### config.mk
export PLATFORM = sky130hd
export DESIGN_NAME = tda_top
export DESIGN_NICKNAME = d
export VERILOG_FILES = /design/src/rtl/tda_rate_rom.v /design/src/rtl/tda_top.v
export VERILOG_INCLUDE_DIRS = /design/src /design/src/rtl
export SDC_FILE = /design/constraint.sdc
export NUM_CORES = 1
export LEC_CHECK = 0
export ABC_AREA = 1
export ABC_CLOCK_PERIOD_IN_PS = 7300
export CAP_MARGIN = 25
export CORE_ASPECT_RATIO = 0.8
export CORE_MARGIN = 2
export CORE_UTILIZATION = 50
export CTS_CLUSTER_SIZE = 10
export DETAILED_ROUTE_END_ITERATION = 6
export DONT_BUFFER_PORTS = 1
export GPL_ROUTABILITY_DRIVEN = 0
export HOLD_SLACK_MARGIN = 0.03
export PLACE_DENSITY = 0.69
export SLEW_MARGIN = 10
export SYNTH_ARGS = -nofsm -noshare
export SYNTH_HDL_FRONTEND = slang
export SYNTH_SLANG_ARGS = --single-unit
### constraint.sdc
create_clock -name aclk -period 7.3 [get_ports aclk]
set_input_delay 1.46 -clock aclk [delete_from_list [all_inputs] [get_ports aclk]]
set_output_delay 1.46 -clock aclk [all_outputs]
set_load 0.01 [all_outputs]
### src/rtl/tda_map.vh
// Constants for the telegraph distortion analyzer: register map, field
// positions, selector codes and timing figures.
// Assumes a 40 MHz aclk and 32-bit AXI4-Lite register access.
//
// Summary of operation
// - Code-level selector picks five-level start-stop, eight-level start-stop or synchronous.
// - Rate selector has thirteen internal rates 37.5 to 2400 baud plus external.
// - External rate setting times the analyzer from the external time-base input.
// - Transition selector measures one numbered transition 1..9, or all of them.
// - Kind selector measures mark-to-space only or space-to-mark only, among others.
// - Total peak mode keeps the largest early or late displacement until cleared.
// - Early peak keeps largest early displacement; late peak keeps largest late one.
// - Automatic clear zeroes all peak readings every five seconds.
// - While manual clear is held, peak readings are zeroed; it does not latch.
// - Marker enable inserts ideal-edge marks into the monitor copy of the signal.
// - Reversed polarity inverts the line signal, swapping mark and space.
// - Filter enable removes short transients; disabled passes the signal unchanged.
// - Fine time base runs at one hundred times the bit rate.
// - Distortion count runs 50 down to 0 and up to 50 per expected edge.
// - Mark-long on early space-to-mark or late mark-to-space; space-long otherwise.
`ifndef TDA_MAP_VH
`define TDA_MAP_VH

// ***************************************************************
// Register offsets (byte addresses)
// ***************************************************************
`define TDA_OFF_CTRL      4'h0
`define TDA_OFF_STATUS    4'h4
`define TDA_OFF_PEAK      4'h8

// ***************************************************************
// Control register fields
// ***************************************************************
`define TDA_CODE_LSB      0
`define TDA_CODE_MSB      1
`define TDA_RATE_LSB      4
`define TDA_RATE_MSB      7
`define TDA_TRAN_LSB      8
`define TDA_TRAN_MSB      11
`define TDA_KIND_LSB      12
`define TDA_KIND_MSB      14
`define TDA_AUTO_BIT      16
`define TDA_MAN_BIT       17
`define TDA_MARK_BIT      18
`define TDA_POL_BIT       19
`define TDA_FILT_BIT      20
`define TDA_CTRL_RESET    32'h0000_0000

// ***************************************************************
// Selector codes
// ***************************************************************
`define TDA_CODE_SS5      2'h0
`define TDA_CODE_SS8      2'h1
`define TDA_CODE_SYNC     2'h2
`define TDA_RATE_EXT      4'hd
`define TDA_TRAN_ALL      4'h0
`define TDA_KIND_END      3'h0
`define TDA_KIND_BIAS     3'h1
`define TDA_KIND_TOTAL    3'h2
`define TDA_KIND_EARLY    3'h3
`define TDA_KIND_LATE     3'h4

// ***************************************************************
// Timing
// ***************************************************************
`define TDA_CLK_HZ        40000000
`define TDA_AUTO_SEC      5
`define TDA_HALF_UI       7'h32
`define TDA_FILT_LEN      16'h0400
`define TDA_AXI_OKAY      2'h0
`define TDA_AXI_SLVERR    2'h2
`define TDA_UI_START      7'h00
`define TDA_LAST_SS5      4'h6
`define TDA_LAST_SS8      4'h9

// ***************************************************************
// Fine time-base dividers: aclk cycles per tick, rounded
// ***************************************************************
`define TDA_DIV_0         20'h029ab
`define TDA_DIV_1         20'h02257
`define TDA_DIV_2         20'h01f40
`define TDA_DIV_3         20'h01b82
`define TDA_DIV_4         20'h01993
`define TDA_DIV_5         20'h0150f
`define TDA_DIV_6         20'h014d5
`define TDA_DIV_7         20'h00e34
`define TDA_DIV_8         20'h00a6b
`define TDA_DIV_9         20'h00535
`define TDA_DIV_10        20'h0029b
`define TDA_DIV_11        20'h0014d
`define TDA_DIV_12        20'h000a7

`endif

### src/rtl/tda_rate_rom.v
// Rate table: fine time-base divider for each internal rate setting.
// Assumes the rate index is stable for a cycle; answer comes one cycle later.
`timescale 1ns/1ps
`include "tda_map.vh"

module tda_rate_rom (
	// Clock
	input  wire        aclk,
	input  wire        ce,
	// Lookup
	input  wire [3:0]  rate_idx,
	output reg  [19:0] div_reg
);

	// Cycles of aclk per fine tick = 40 MHz / (100 * baud); registered read
	always @(posedge aclk) begin
		if (ce) begin
			case (rate_idx)
				4'h0: div_reg <= `TDA_DIV_0; // 37.5
				4'h1: div_reg <= `TDA_DIV_1; // 45.5
				4'h2: div_reg <= `TDA_DIV_2; // 50
				4'h3: div_reg <= `TDA_DIV_3; // 56.8
				4'h4: div_reg <= `TDA_DIV_4; // 61.1
				4'h5: div_reg <= `TDA_DIV_5; // 74.2
				4'h6: div_reg <= `TDA_DIV_6; // 75
				4'h7: div_reg <= `TDA_DIV_7; // 110
				4'h8: div_reg <= `TDA_DIV_8; // 150
				4'h9: div_reg <= `TDA_DIV_9; // 300
				4'ha: div_reg <= `TDA_DIV_10; // 600
				4'hb: div_reg <= `TDA_DIV_11; // 1200
				4'hc: div_reg <= `TDA_DIV_12; // 2400
				default: div_reg <= `TDA_DIV_12;
			endcase
		end
	end

endmodule

### src/rtl/tda_top.v
// Distortion analyzer core: line conditioning, fine time base, distortion
// counter, peak hold, markers and an AXI4-Lite register slave.
// Assumes line and external time base are asynchronous pins.
//
// The register addresses and the AXI4-Lite interface to the registers are this design's own decisions.
`timescale 1ns/1ps
`include "tda_map.vh"

module tda_top #(
	parameter AUTO_CYCLES = 200000000,
	parameter FILT_CYCLES = 1024
) (
	// Clock and reset
	input  wire        aclk,
	input  wire        aresetn,
	input  wire        ce,
	// Line and time base pins
	input  wire        line_in,
	input  wire        external_timebase_input,
	// Monitor and indicators
	output reg         monitor_out,
	output reg         mark_long,
	output reg         space_long,
	output reg  [5:0]  percent,
	output reg         late_flag,
	// AXI4-Lite write address
	input  wire [3:0]  s_axi_awaddr,
	input  wire        s_axi_awvalid,
	output reg         s_axi_awready,
	// AXI4-Lite write data
	input  wire [31:0] s_axi_wdata,
	input  wire [3:0]  s_axi_wstrb,
	input  wire        s_axi_wvalid,
	output reg         s_axi_wready,
	// AXI4-Lite write response
	output reg  [1:0]  s_axi_bresp,
	output reg         s_axi_bvalid,
	input  wire        s_axi_bready,
	// AXI4-Lite read address
	input  wire [3:0]  s_axi_araddr,
	input  wire        s_axi_arvalid,
	output reg         s_axi_arready,
	// AXI4-Lite read data
	output reg  [31:0] s_axi_rdata,
	output reg  [1:0]  s_axi_rresp,
	output reg         s_axi_rvalid,
	input  wire        s_axi_rready
);

	// ***************************************************************
	// Functions
	// ***************************************************************
	// Merge a write under byte enables; lanes with a clear strobe keep the old byte
	function [31:0] merge;
		input [31:0] old;
		input [31:0] dat;
		input [3:0]  stb;
		merge = old ^ ((old ^ dat) & {{8{stb[3]}}, {8{stb[2]}}, {8{stb[1]}}, {8{stb[0]}}});
	endfunction

	// ***************************************************************
	// Registers
	// ***************************************************************
	reg  [31:0] ctrl_reg;
	reg  [1:0]  line_sync_reg;
	reg  [2:0]  ext_sync_reg;
	reg  [15:0] filt_cnt_reg;
	reg  [19:0] tick_cnt_reg;
	reg  [6:0]  dist_cnt_reg;
	reg  [3:0]  bit_idx_reg;
	reg  [5:0]  peak_reg;
	reg  [31:0] auto_cnt_reg;
	reg  [7:0]  marker_cnt_reg;
	reg  [3:0]  aw_addr_reg;
	reg  [31:0] w_data_reg;
	reg  [3:0]  w_strb_reg;
	reg         line_filt_reg, line_prev_reg, fine_timebase, ext_half_reg;
	reg         dist_down_reg, active_reg, peak_late_reg, aw_hold_reg, w_hold_reg;
	wire [19:0] rate_div;

	wire [1:0] code_sel  = ctrl_reg[`TDA_CODE_MSB:`TDA_CODE_LSB];
	wire [3:0] rate_sel  = ctrl_reg[`TDA_RATE_MSB:`TDA_RATE_LSB];
	wire [3:0] tran_sel  = ctrl_reg[`TDA_TRAN_MSB:`TDA_TRAN_LSB];
	wire [2:0] kind_sel  = ctrl_reg[`TDA_KIND_MSB:`TDA_KIND_LSB];
	wire       ext_mode  = (rate_sel == `TDA_RATE_EXT);
	wire [3:0] last_bit  = (code_sel == `TDA_CODE_SS8) ? `TDA_LAST_SS8 : `TDA_LAST_SS5;
	// Rate lookup lives in its own registered table
	tda_rate_rom u_rate (
		.aclk     (aclk),
		.ce       (ce),
		.rate_idx (rate_sel),
		.div_reg  (rate_div)
	);

	// ***************************************************************
	// Line conditioning
	// ***************************************************************
	// Two-stage synchronisers; polarity swap after sync
	always @(posedge aclk) begin
		if (!aresetn) begin
			line_sync_reg <= 2'h0;
			ext_sync_reg  <= 3'h0;
		end else if (ce) begin
			line_sync_reg <= {line_sync_reg[0], line_in};
			ext_sync_reg  <= {ext_sync_reg[1:0], external_timebase_input};
		end
	end

	wire line_pol = line_sync_reg[1] ^ ctrl_reg[`TDA_POL_BIT];
	// Glitch filter: a level must persist FILT_CYCLES before it is accepted
	always @(posedge aclk) begin
		if (!aresetn) begin
			line_filt_reg <= 1'b1;
			filt_cnt_reg  <= 16'h0;
		end else if (ce) begin
			if (!ctrl_reg[`TDA_FILT_BIT]) begin
				line_filt_reg <= line_pol;
				filt_cnt_reg  <= 16'h0;
			end else if (line_pol == line_filt_reg) begin
				filt_cnt_reg <= 16'h0;
			end else if (filt_cnt_reg == FILT_CYCLES[15:0] - 16'h1) begin
				line_filt_reg <= line_pol;
				filt_cnt_reg  <= 16'h0;
			end else begin
				filt_cnt_reg <= filt_cnt_reg + 16'h1;
			end
		end
	end

	// ***************************************************************
	// Fine time base
	// ***************************************************************
	// External clock is 200x baud, so every second rising edge is one fine tick
	wire ext_rise  = ext_sync_reg[1] & ~ext_sync_reg[2];
	wire int_tick  = (tick_cnt_reg >= rate_div - 20'h1);
	wire line_edge = (line_filt_reg != line_prev_reg);
	wire start_bit = !active_reg && line_edge && !line_filt_reg;
	wire sync_mode = (code_sel == `TDA_CODE_SYNC);
	// Both dividers restart on each start edge so ticks line up with the start element
	always @(posedge aclk) begin
		if (!aresetn) begin
			tick_cnt_reg  <= 20'h0;
			fine_timebase <= 1'b0;
			ext_half_reg  <= 1'b0;
		end else if (ce) begin
			fine_timebase <= 1'b0;
			if (ext_mode) begin
				tick_cnt_reg  <= 20'h0;
				ext_half_reg  <= !start_bit && (ext_half_reg ^ ext_rise);
				fine_timebase <= ext_rise && ext_half_reg && !start_bit;
			end else if (start_bit || int_tick) begin
				tick_cnt_reg  <= 20'h0;
				fine_timebase <= int_tick && !start_bit;
			end else begin
				tick_cnt_reg <= tick_cnt_reg + 20'h1;
			end
		end
	end

	// ***************************************************************
	// Distortion counter and bit tracking
	// ***************************************************************
	// Start edge loads zero counting up, so every ideal edge later falls on a zero count
	always @(posedge aclk) begin
		if (!aresetn) begin
			dist_cnt_reg  <= `TDA_HALF_UI;
			dist_down_reg <= 1'b1;
			bit_idx_reg   <= 4'h0;
			active_reg    <= 1'b0;
			line_prev_reg <= 1'b1;
		end else if (ce) begin
			line_prev_reg <= line_filt_reg;
			if (start_bit && !sync_mode) begin
				dist_cnt_reg  <= `TDA_UI_START;
				dist_down_reg <= 1'b0;
				bit_idx_reg   <= 4'h0;
				active_reg    <= 1'b1;
			end else if (fine_timebase && (active_reg || sync_mode)) begin
				if (dist_down_reg) begin
					dist_cnt_reg <= dist_cnt_reg - 7'h1;
					if (dist_cnt_reg == 7'h1)
						dist_down_reg <= 1'b0;
				end else if (dist_cnt_reg == `TDA_HALF_UI) begin
					dist_down_reg <= 1'b1;
					dist_cnt_reg  <= `TDA_HALF_UI - 7'h1;
					bit_idx_reg   <= bit_idx_reg + 4'h1;
					if (!sync_mode && bit_idx_reg == last_bit)
						active_reg <= 1'b0;
				end else begin
					dist_cnt_reg <= dist_cnt_reg + 7'h1;
				end
			end
		end
	end

	// ***************************************************************
	// Capture, classification and peak hold
	// ***************************************************************
	wire to_space = line_edge && !line_filt_reg;
	wire to_mark  = line_edge && line_filt_reg;
	wire is_late  = !dist_down_reg;
	wire tran_ok  = (tran_sel == `TDA_TRAN_ALL) || (tran_sel == bit_idx_reg);
	wire kind_ok  = (kind_sel == `TDA_KIND_END)   ? to_space :
	                (kind_sel == `TDA_KIND_BIAS)  ? to_mark  :
	                (kind_sel == `TDA_KIND_EARLY) ? !is_late :
	                (kind_sel == `TDA_KIND_LATE)  ? is_late  : 1'b1;
	wire capture  = line_edge && (active_reg || sync_mode) && !start_bit && tran_ok && kind_ok;
	wire peak_mode = (kind_sel == `TDA_KIND_TOTAL) || (kind_sel == `TDA_KIND_EARLY) || (kind_sel == `TDA_KIND_LATE);
	wire auto_tick = (auto_cnt_reg == AUTO_CYCLES - 1);
	wire clear_pk  = ctrl_reg[`TDA_MAN_BIT] || (ctrl_reg[`TDA_AUTO_BIT] && auto_tick);

	// Free-running five-second divider, independent of rate
	always @(posedge aclk) begin
		if (!aresetn)
			auto_cnt_reg <= 32'h0;
		else if (ce)
			auto_cnt_reg <= auto_tick ? 32'h0 : auto_cnt_reg + 32'h1;
	end

	// Peak hold; a capture in the clear cycle still lands on the zeroed value
	always @(posedge aclk) begin
		if (!aresetn) begin
			peak_reg      <= 6'h0;
			peak_late_reg <= 1'b0;
		end else if (ce) begin
			if (capture && (!peak_mode || clear_pk || dist_cnt_reg[5:0] > peak_reg)) begin
				peak_reg      <= dist_cnt_reg[5:0];
				peak_late_reg <= is_late;
			end else if (clear_pk && peak_mode) begin
				peak_reg      <= 6'h0;
				peak_late_reg <= 1'b0;
			end
		end
	end

	// Display outputs and mark/space-long lamps
	always @(posedge aclk) begin
		if (!aresetn) begin
			percent    <= 6'h0;
			late_flag  <= 1'b0;
			mark_long  <= 1'b0;
			space_long <= 1'b0;
		end else if (ce) begin
			percent   <= peak_reg;
			late_flag <= peak_late_reg;
			if (capture) begin
				mark_long  <= (to_mark && !is_late) || (to_space && is_late);
				space_long <= (to_mark && is_late) || (to_space && !is_late);
			end
		end
	end

	// ***************************************************************
	// Monitor output with ideal-edge markers
	// ***************************************************************
	// Marker pulse is a short inversion at each count-zero instant
	always @(posedge aclk) begin
		if (!aresetn) begin
			marker_cnt_reg <= 8'h0;
			monitor_out    <= 1'b1;
		end else if (ce) begin
			if (ctrl_reg[`TDA_MARK_BIT] && fine_timebase && dist_cnt_reg == 7'h1 && dist_down_reg)
				marker_cnt_reg <= 8'hff;
			else if (marker_cnt_reg != 8'h0)
				marker_cnt_reg <= marker_cnt_reg - 8'h1;
			monitor_out <= line_filt_reg ^ (marker_cnt_reg != 8'h0);
		end
	end

	// ***************************************************************
	// AXI4-Lite slave
	// ***************************************************************
	// Address and data taken independently; response once both held
	always @(posedge aclk) begin
		if (!aresetn) begin
			ctrl_reg      <= `TDA_CTRL_RESET;
			aw_hold_reg   <= 1'b0;
			w_hold_reg    <= 1'b0;
			aw_addr_reg   <= 4'h0;
			w_data_reg    <= 32'h0;
			w_strb_reg    <= 4'h0;
			s_axi_awready <= 1'b0;
			s_axi_wready  <= 1'b0;
			s_axi_bvalid  <= 1'b0;
			s_axi_bresp   <= `TDA_AXI_OKAY;
		end else if (ce) begin
			s_axi_awready <= !aw_hold_reg && !s_axi_awready && s_axi_awvalid && !s_axi_bvalid;
			s_axi_wready  <= !w_hold_reg && !s_axi_wready && s_axi_wvalid && !s_axi_bvalid;
			if (s_axi_awready && s_axi_awvalid) begin
				aw_hold_reg <= 1'b1;
				aw_addr_reg <= s_axi_awaddr;
			end
			if (s_axi_wready && s_axi_wvalid) begin
				w_hold_reg <= 1'b1;
				w_data_reg <= s_axi_wdata;
				w_strb_reg <= s_axi_wstrb;
			end
			if (aw_hold_reg && w_hold_reg && !s_axi_bvalid) begin
				aw_hold_reg  <= 1'b0;
				w_hold_reg   <= 1'b0;
				s_axi_bvalid <= 1'b1;
				if (aw_addr_reg == `TDA_OFF_CTRL) begin
					ctrl_reg    <= merge(ctrl_reg, w_data_reg, w_strb_reg);
					s_axi_bresp <= `TDA_AXI_OKAY;
				end else begin
					s_axi_bresp <= `TDA_AXI_SLVERR;
				end
			end else if (s_axi_bvalid && s_axi_bready) begin
				s_axi_bvalid <= 1'b0;
			end
		end
	end

	// Reads: status shows live tracking state, peak shows held reading
	always @(posedge aclk) begin
		if (!aresetn) begin
			s_axi_arready <= 1'b0;
			s_axi_rvalid  <= 1'b0;
			s_axi_rdata   <= 32'h0;
			s_axi_rresp   <= `TDA_AXI_OKAY;
		end else if (ce) begin
			s_axi_arready <= !s_axi_arready && s_axi_arvalid && !s_axi_rvalid;
			if (s_axi_arready && s_axi_arvalid) begin
				s_axi_rvalid <= 1'b1;
				s_axi_rresp  <= `TDA_AXI_OKAY;
				case (s_axi_araddr)
					`TDA_OFF_CTRL:   s_axi_rdata <= ctrl_reg;
					`TDA_OFF_STATUS: s_axi_rdata <= {20'h0, bit_idx_reg, space_long, mark_long,
					                                 active_reg, line_filt_reg, 4'h0};
					`TDA_OFF_PEAK:   s_axi_rdata <= {23'h0, peak_late_reg, 2'h0, peak_reg};
					default: begin
						s_axi_rdata <= 32'h0;
						s_axi_rresp <= `TDA_AXI_SLVERR;
					end
				endcase
			end else if (s_axi_rvalid && s_axi_rready) begin
				s_axi_rvalid <= 1'b0;
			end
		end
	end

endmodule

==> results.yml <==
floorplan:
  dieArea_sq_mm: 0.02548
  io-pin-count: 105
  rows: 50
  start_util_pct: 51.33
  die_y_microns: 143.2
  core_region_area_sq_mm: 0.02359
  die_w_microns: 178.0
sta:
  headroom_to_the_max_slew_limit_pct: 37.04
  slew_viol_final: 0
  timing.final.setup_violations: 0
  max_slew.worst_pin.slew_ps: 941.7
  tns_ps: 0
  grt_setup_unrepaired: "false"
  hold_viol_final: 0
  post-route-min-period_ps: 3322
  max_freq_mhz: 301.1
  clock_skew_ps: 47.24
  fin_crit_sh_pct: 45.50
cts:
  cts_hold_buf: 0
  cts_tree: "built"
  clk_path_buf_depth: 3
  cts_setup_buffers: 0
  h_tree_depth_reported_by_cts: 1
  cts_made_buffers: 28
  clock_latency_on_the_worst_skew_pair_ps: 570
  clock_tree.root_cell: "sky130_fd_sc_hd__clkbuf_16"
  clkSinkCount: 242
  clk_pin_slew_worst_paths_ps: 50
  cts.repair.resized: 0
route:
  route.detailed.drc: 0
  drtIter0Drc: 765
  vias: 10880
  routedWlPerCell_microns: 15.47
  routed_via_density: 5.500
  route.final.wire_length_microns: 30600
  drt-pass1-iter-count: 6
  antenna_left: 0
yosys:
  synth_area_leaders: "sky130_fd_sc_hd__dfxtp_1, sky130_fd_sc_hd__nand2_1, sky130_fd_sc_hd__a21oi_1"
  yosys_warnings: 0
  synth_edf_count: 14
  synth_largest_type_area_fraction_pct: 37.70
  synth_cells: 1694
  synthesis.area_sq_mm: 0.01211
  yosys_register_bits: 242
  synth_area_leader_cell: "sky130_fd_sc_hd__dfxtp_1"
  synthesized_area_divided_by_synthesized_cell_count_sq_um: 7.147
  postSynth.asyncResetShare_pct: 0
  yosys_most_used_dff: "sky130_fd_sc_hd__dfxtp_1"
  synth_seq_area_share_pct: 41.17
  yosys.cell_types.count: 45
grt:
  grt_pass1_wl_microns: 50270
  grt_max_degree: 72
  globalRoute.totalOverflow: 0
  groute.usage.overall_pct: 24.26
  first_global_vias: 9920
  grt_antenna_before_repair: 0
finish:
  final.fill_count: 2267
  synthToLayoutAreaGrowth_pct: 7.689
  multi_input_comb_area_sq_mm: 0.006246
  final-instance-count-excl-fill: 1978
  seq_area_sq_mm: 0.004985
  drive_above_1_share_pct: 3.481
  num_antenna_cells: 0
  finish.net_count: 1761
critical_path:
  worst-endpoint-arrival_ps: 3700
  worst_r2r_endpoint: "peak_reg[3]"
  critical_path.max_fanout: 22
  sequence_of_cells_on_the_critical_path: "inv_1, ha_1, inv_1, nand3_1, nand2_1, nor2_1, nand2_1, nor2_1, nand2_1, nand3_1, a21oi_1"
  critPathRequiredTime_ps: 7670
  startpoint_type: "flip-flop"
  reg2reg_slack_ps: 3980
  critical-path-slowest-cell: "sky130_fd_sc_hd__nand3_1"
  worst_r2r_path_depth: 11
  rr_startpoint: "line_filt_reg"
  setup.worst_path.end_class: "flip-flop"
  path_class: "flip-flop to flip-flop"
  cp_common_cell: "sky130_fd_sc_hd__nand2_1"
  cp_slowest_stage_delay_ps: 640
min_path:
  min_from: "aw_addr_reg[1]"
  hold_class: "flip-flop to flip-flop"
  hold-path-cell-count: 2
  min_delay_worst_endpoint: "aw_addr_reg[1]"
outcome:
  result_of_the_run: "completed"
place:
  numPortBuffers: 0
  dp.final_hpwl_microns: 21540
  post-place-cells: 1940
power_and_ir_drop:
  peakVddDrop_v: 0.0001841
  report.power.total_mw: 2.697
  p_leak_nw: 4.771
  power_density_mw_per_mm2: 206.9
flow_run:
  max_cap_viol_count: 0
metal layers:
metal	share of wire, %	up-vias	global-route usage [%]
met3	6.9	58	5.378
met2	43	318	37.25
met1	47	4975	33.50
met4	3.4	0	8.714
met5	0	-	0
li1	-	5528	-
power breakdown:
part	internal (mW)	switching [mW]	leakage (nW)
Sequential	1.35	0.0221	1.96
Clock	0.699	0.522	0.375
Combinational	0.0293	0.0716	2.44
Total	2.08	0.616	4.77
cell usage after synthesis (5+ instances only):
master                     number
sky130_fd_sc_hd__nand4_1       30
sky130_fd_sc_hd__inv_1        144
sky130_fd_sc_hd__clkbuf_1      55
sky130_fd_sc_hd__nor3_1        39
sky130_fd_sc_hd__dfxtp_1      228
sky130_fd_sc_hd__nand2_1      357
sky130_fd_sc_hd__xor2_1        49
sky130_fd_sc_hd__a21oi_1      211
sky130_fd_sc_hd__o21ai_0       90
sky130_fd_sc_hd__nor2_1       186
sky130_fd_sc_hd__nor4_1         6
sky130_fd_sc_hd__buf_2         13
sky130_fd_sc_hd__o221ai_1       5
sky130_fd_sc_hd__o22ai_1       16
sky130_fd_sc_hd__inv_2          5
sky130_fd_sc_hd__edfxtp_1      14
sky130_fd_sc_hd__nand3_1      132
sky130_fd_sc_hd__ha_1          48
sky130_fd_sc_hd__nor3b_1        7
sky130_fd_sc_hd__xnor2_1       14
through the flow:
step | setup WS, ps | utilization, % | area (sq um) | hold slack [ps]
floorplan | 4408 | - | 12110 | 429.2
global placement | 4160 | 51.97 | 12260 | 439.4
detailed placement | 4028 | 51.97 | 12260 | 444.7
CTS | 4012 | 55.25 | 13030 | 452.2
global route | 3590 | 55.28 | 13040 | 462.0
finish | 3978 | 55.28 | 13040 | 449.0
logic make-up after synthesis:
logic type / count (synthesis) / share of synthesized area [%]
AOI/OAI and AO/OA: 337 / 14.55
xor gates and xnor gates: 63 / 4.558
adders and majority gates: 48 / 4.961
buffers and inverters: 227 / 7.307
DFF: 242 / 41.17
muxes: 1 / 0.08268
other: 1 / 0.03097
and+or+nand+nor: 775 / 27.34
worst max-delay path: cells and delay by family, from the launching register on:
family / cells / cell delay, ps
adders and majority gates: 1 / 350
DFF: 1 / 450
buffers and inverters: 2 / 250
and+or+nand+nor: 7 / 2000
AOI/OAI and AO/OA: 1 / 80
cells in the final DEF, fill, tap and decap left out, types with 4 or more instances in the layout:
cell,n
sky130_fd_sc_hd__nand4_1,30
sky130_fd_sc_hd__nor3b_1,7
sky130_fd_sc_hd__nor2_1,186
sky130_fd_sc_hd__o22ai_1,16
sky130_fd_sc_hd__or2_2,4
sky130_fd_sc_hd__ha_1,48
sky130_fd_sc_hd__a21oi_1,211
sky130_fd_sc_hd__clkbuf_16,28
sky130_fd_sc_hd__inv_1,144
sky130_fd_sc_hd__nand2_1,357
sky130_fd_sc_hd__xor2_1,49
sky130_fd_sc_hd__xnor2_1,14
sky130_fd_sc_hd__o21ai_0,90
sky130_fd_sc_hd__clkbuf_1,6
sky130_fd_sc_hd__inv_2,4
sky130_fd_sc_hd__edfxtp_1,14
sky130_fd_sc_hd__nor3_1,38
sky130_fd_sc_hd__dfxtp_1,228
sky130_fd_sc_hd__nand3_1,132
sky130_fd_sc_hd__nor4_1,6
sky130_fd_sc_hd__o221ai_1,5
sky130_fd_sc_hd__buf_4,10
worst max-delay path by stage:
stage / start / to
after global routing: u_rate.div_reg[0] / tick_cnt_reg[16]
final: line_filt_reg / peak_reg[3]
after global placement: s_axi_araddr[1] / s_axi_rdata[28]
after CTS: u_rate.div_reg[0] / tick_cnt_reg[3]
after detailed placement: u_rate.div_reg[0] / tick_cnt_reg[15]
after floorplan: u_rate.div_reg[0] / tick_cnt_reg[12]
layout make-up:
| type | count | area share (%) |
|---|---|---|
| inverters | 151 | 4.367 |
| well taps | 312 | 2.994 |
| repair buffers | 10 | 0.5758 |
| clock buffers | 35 | 5.653 |
| clock inverters | 2 | 0.2687 |
| flip-flops and latches | 242 | 38.23 |
| multi-input cells | 1226 | 47.91 |
Note: power is estimated with default switching activity, not from simulation.
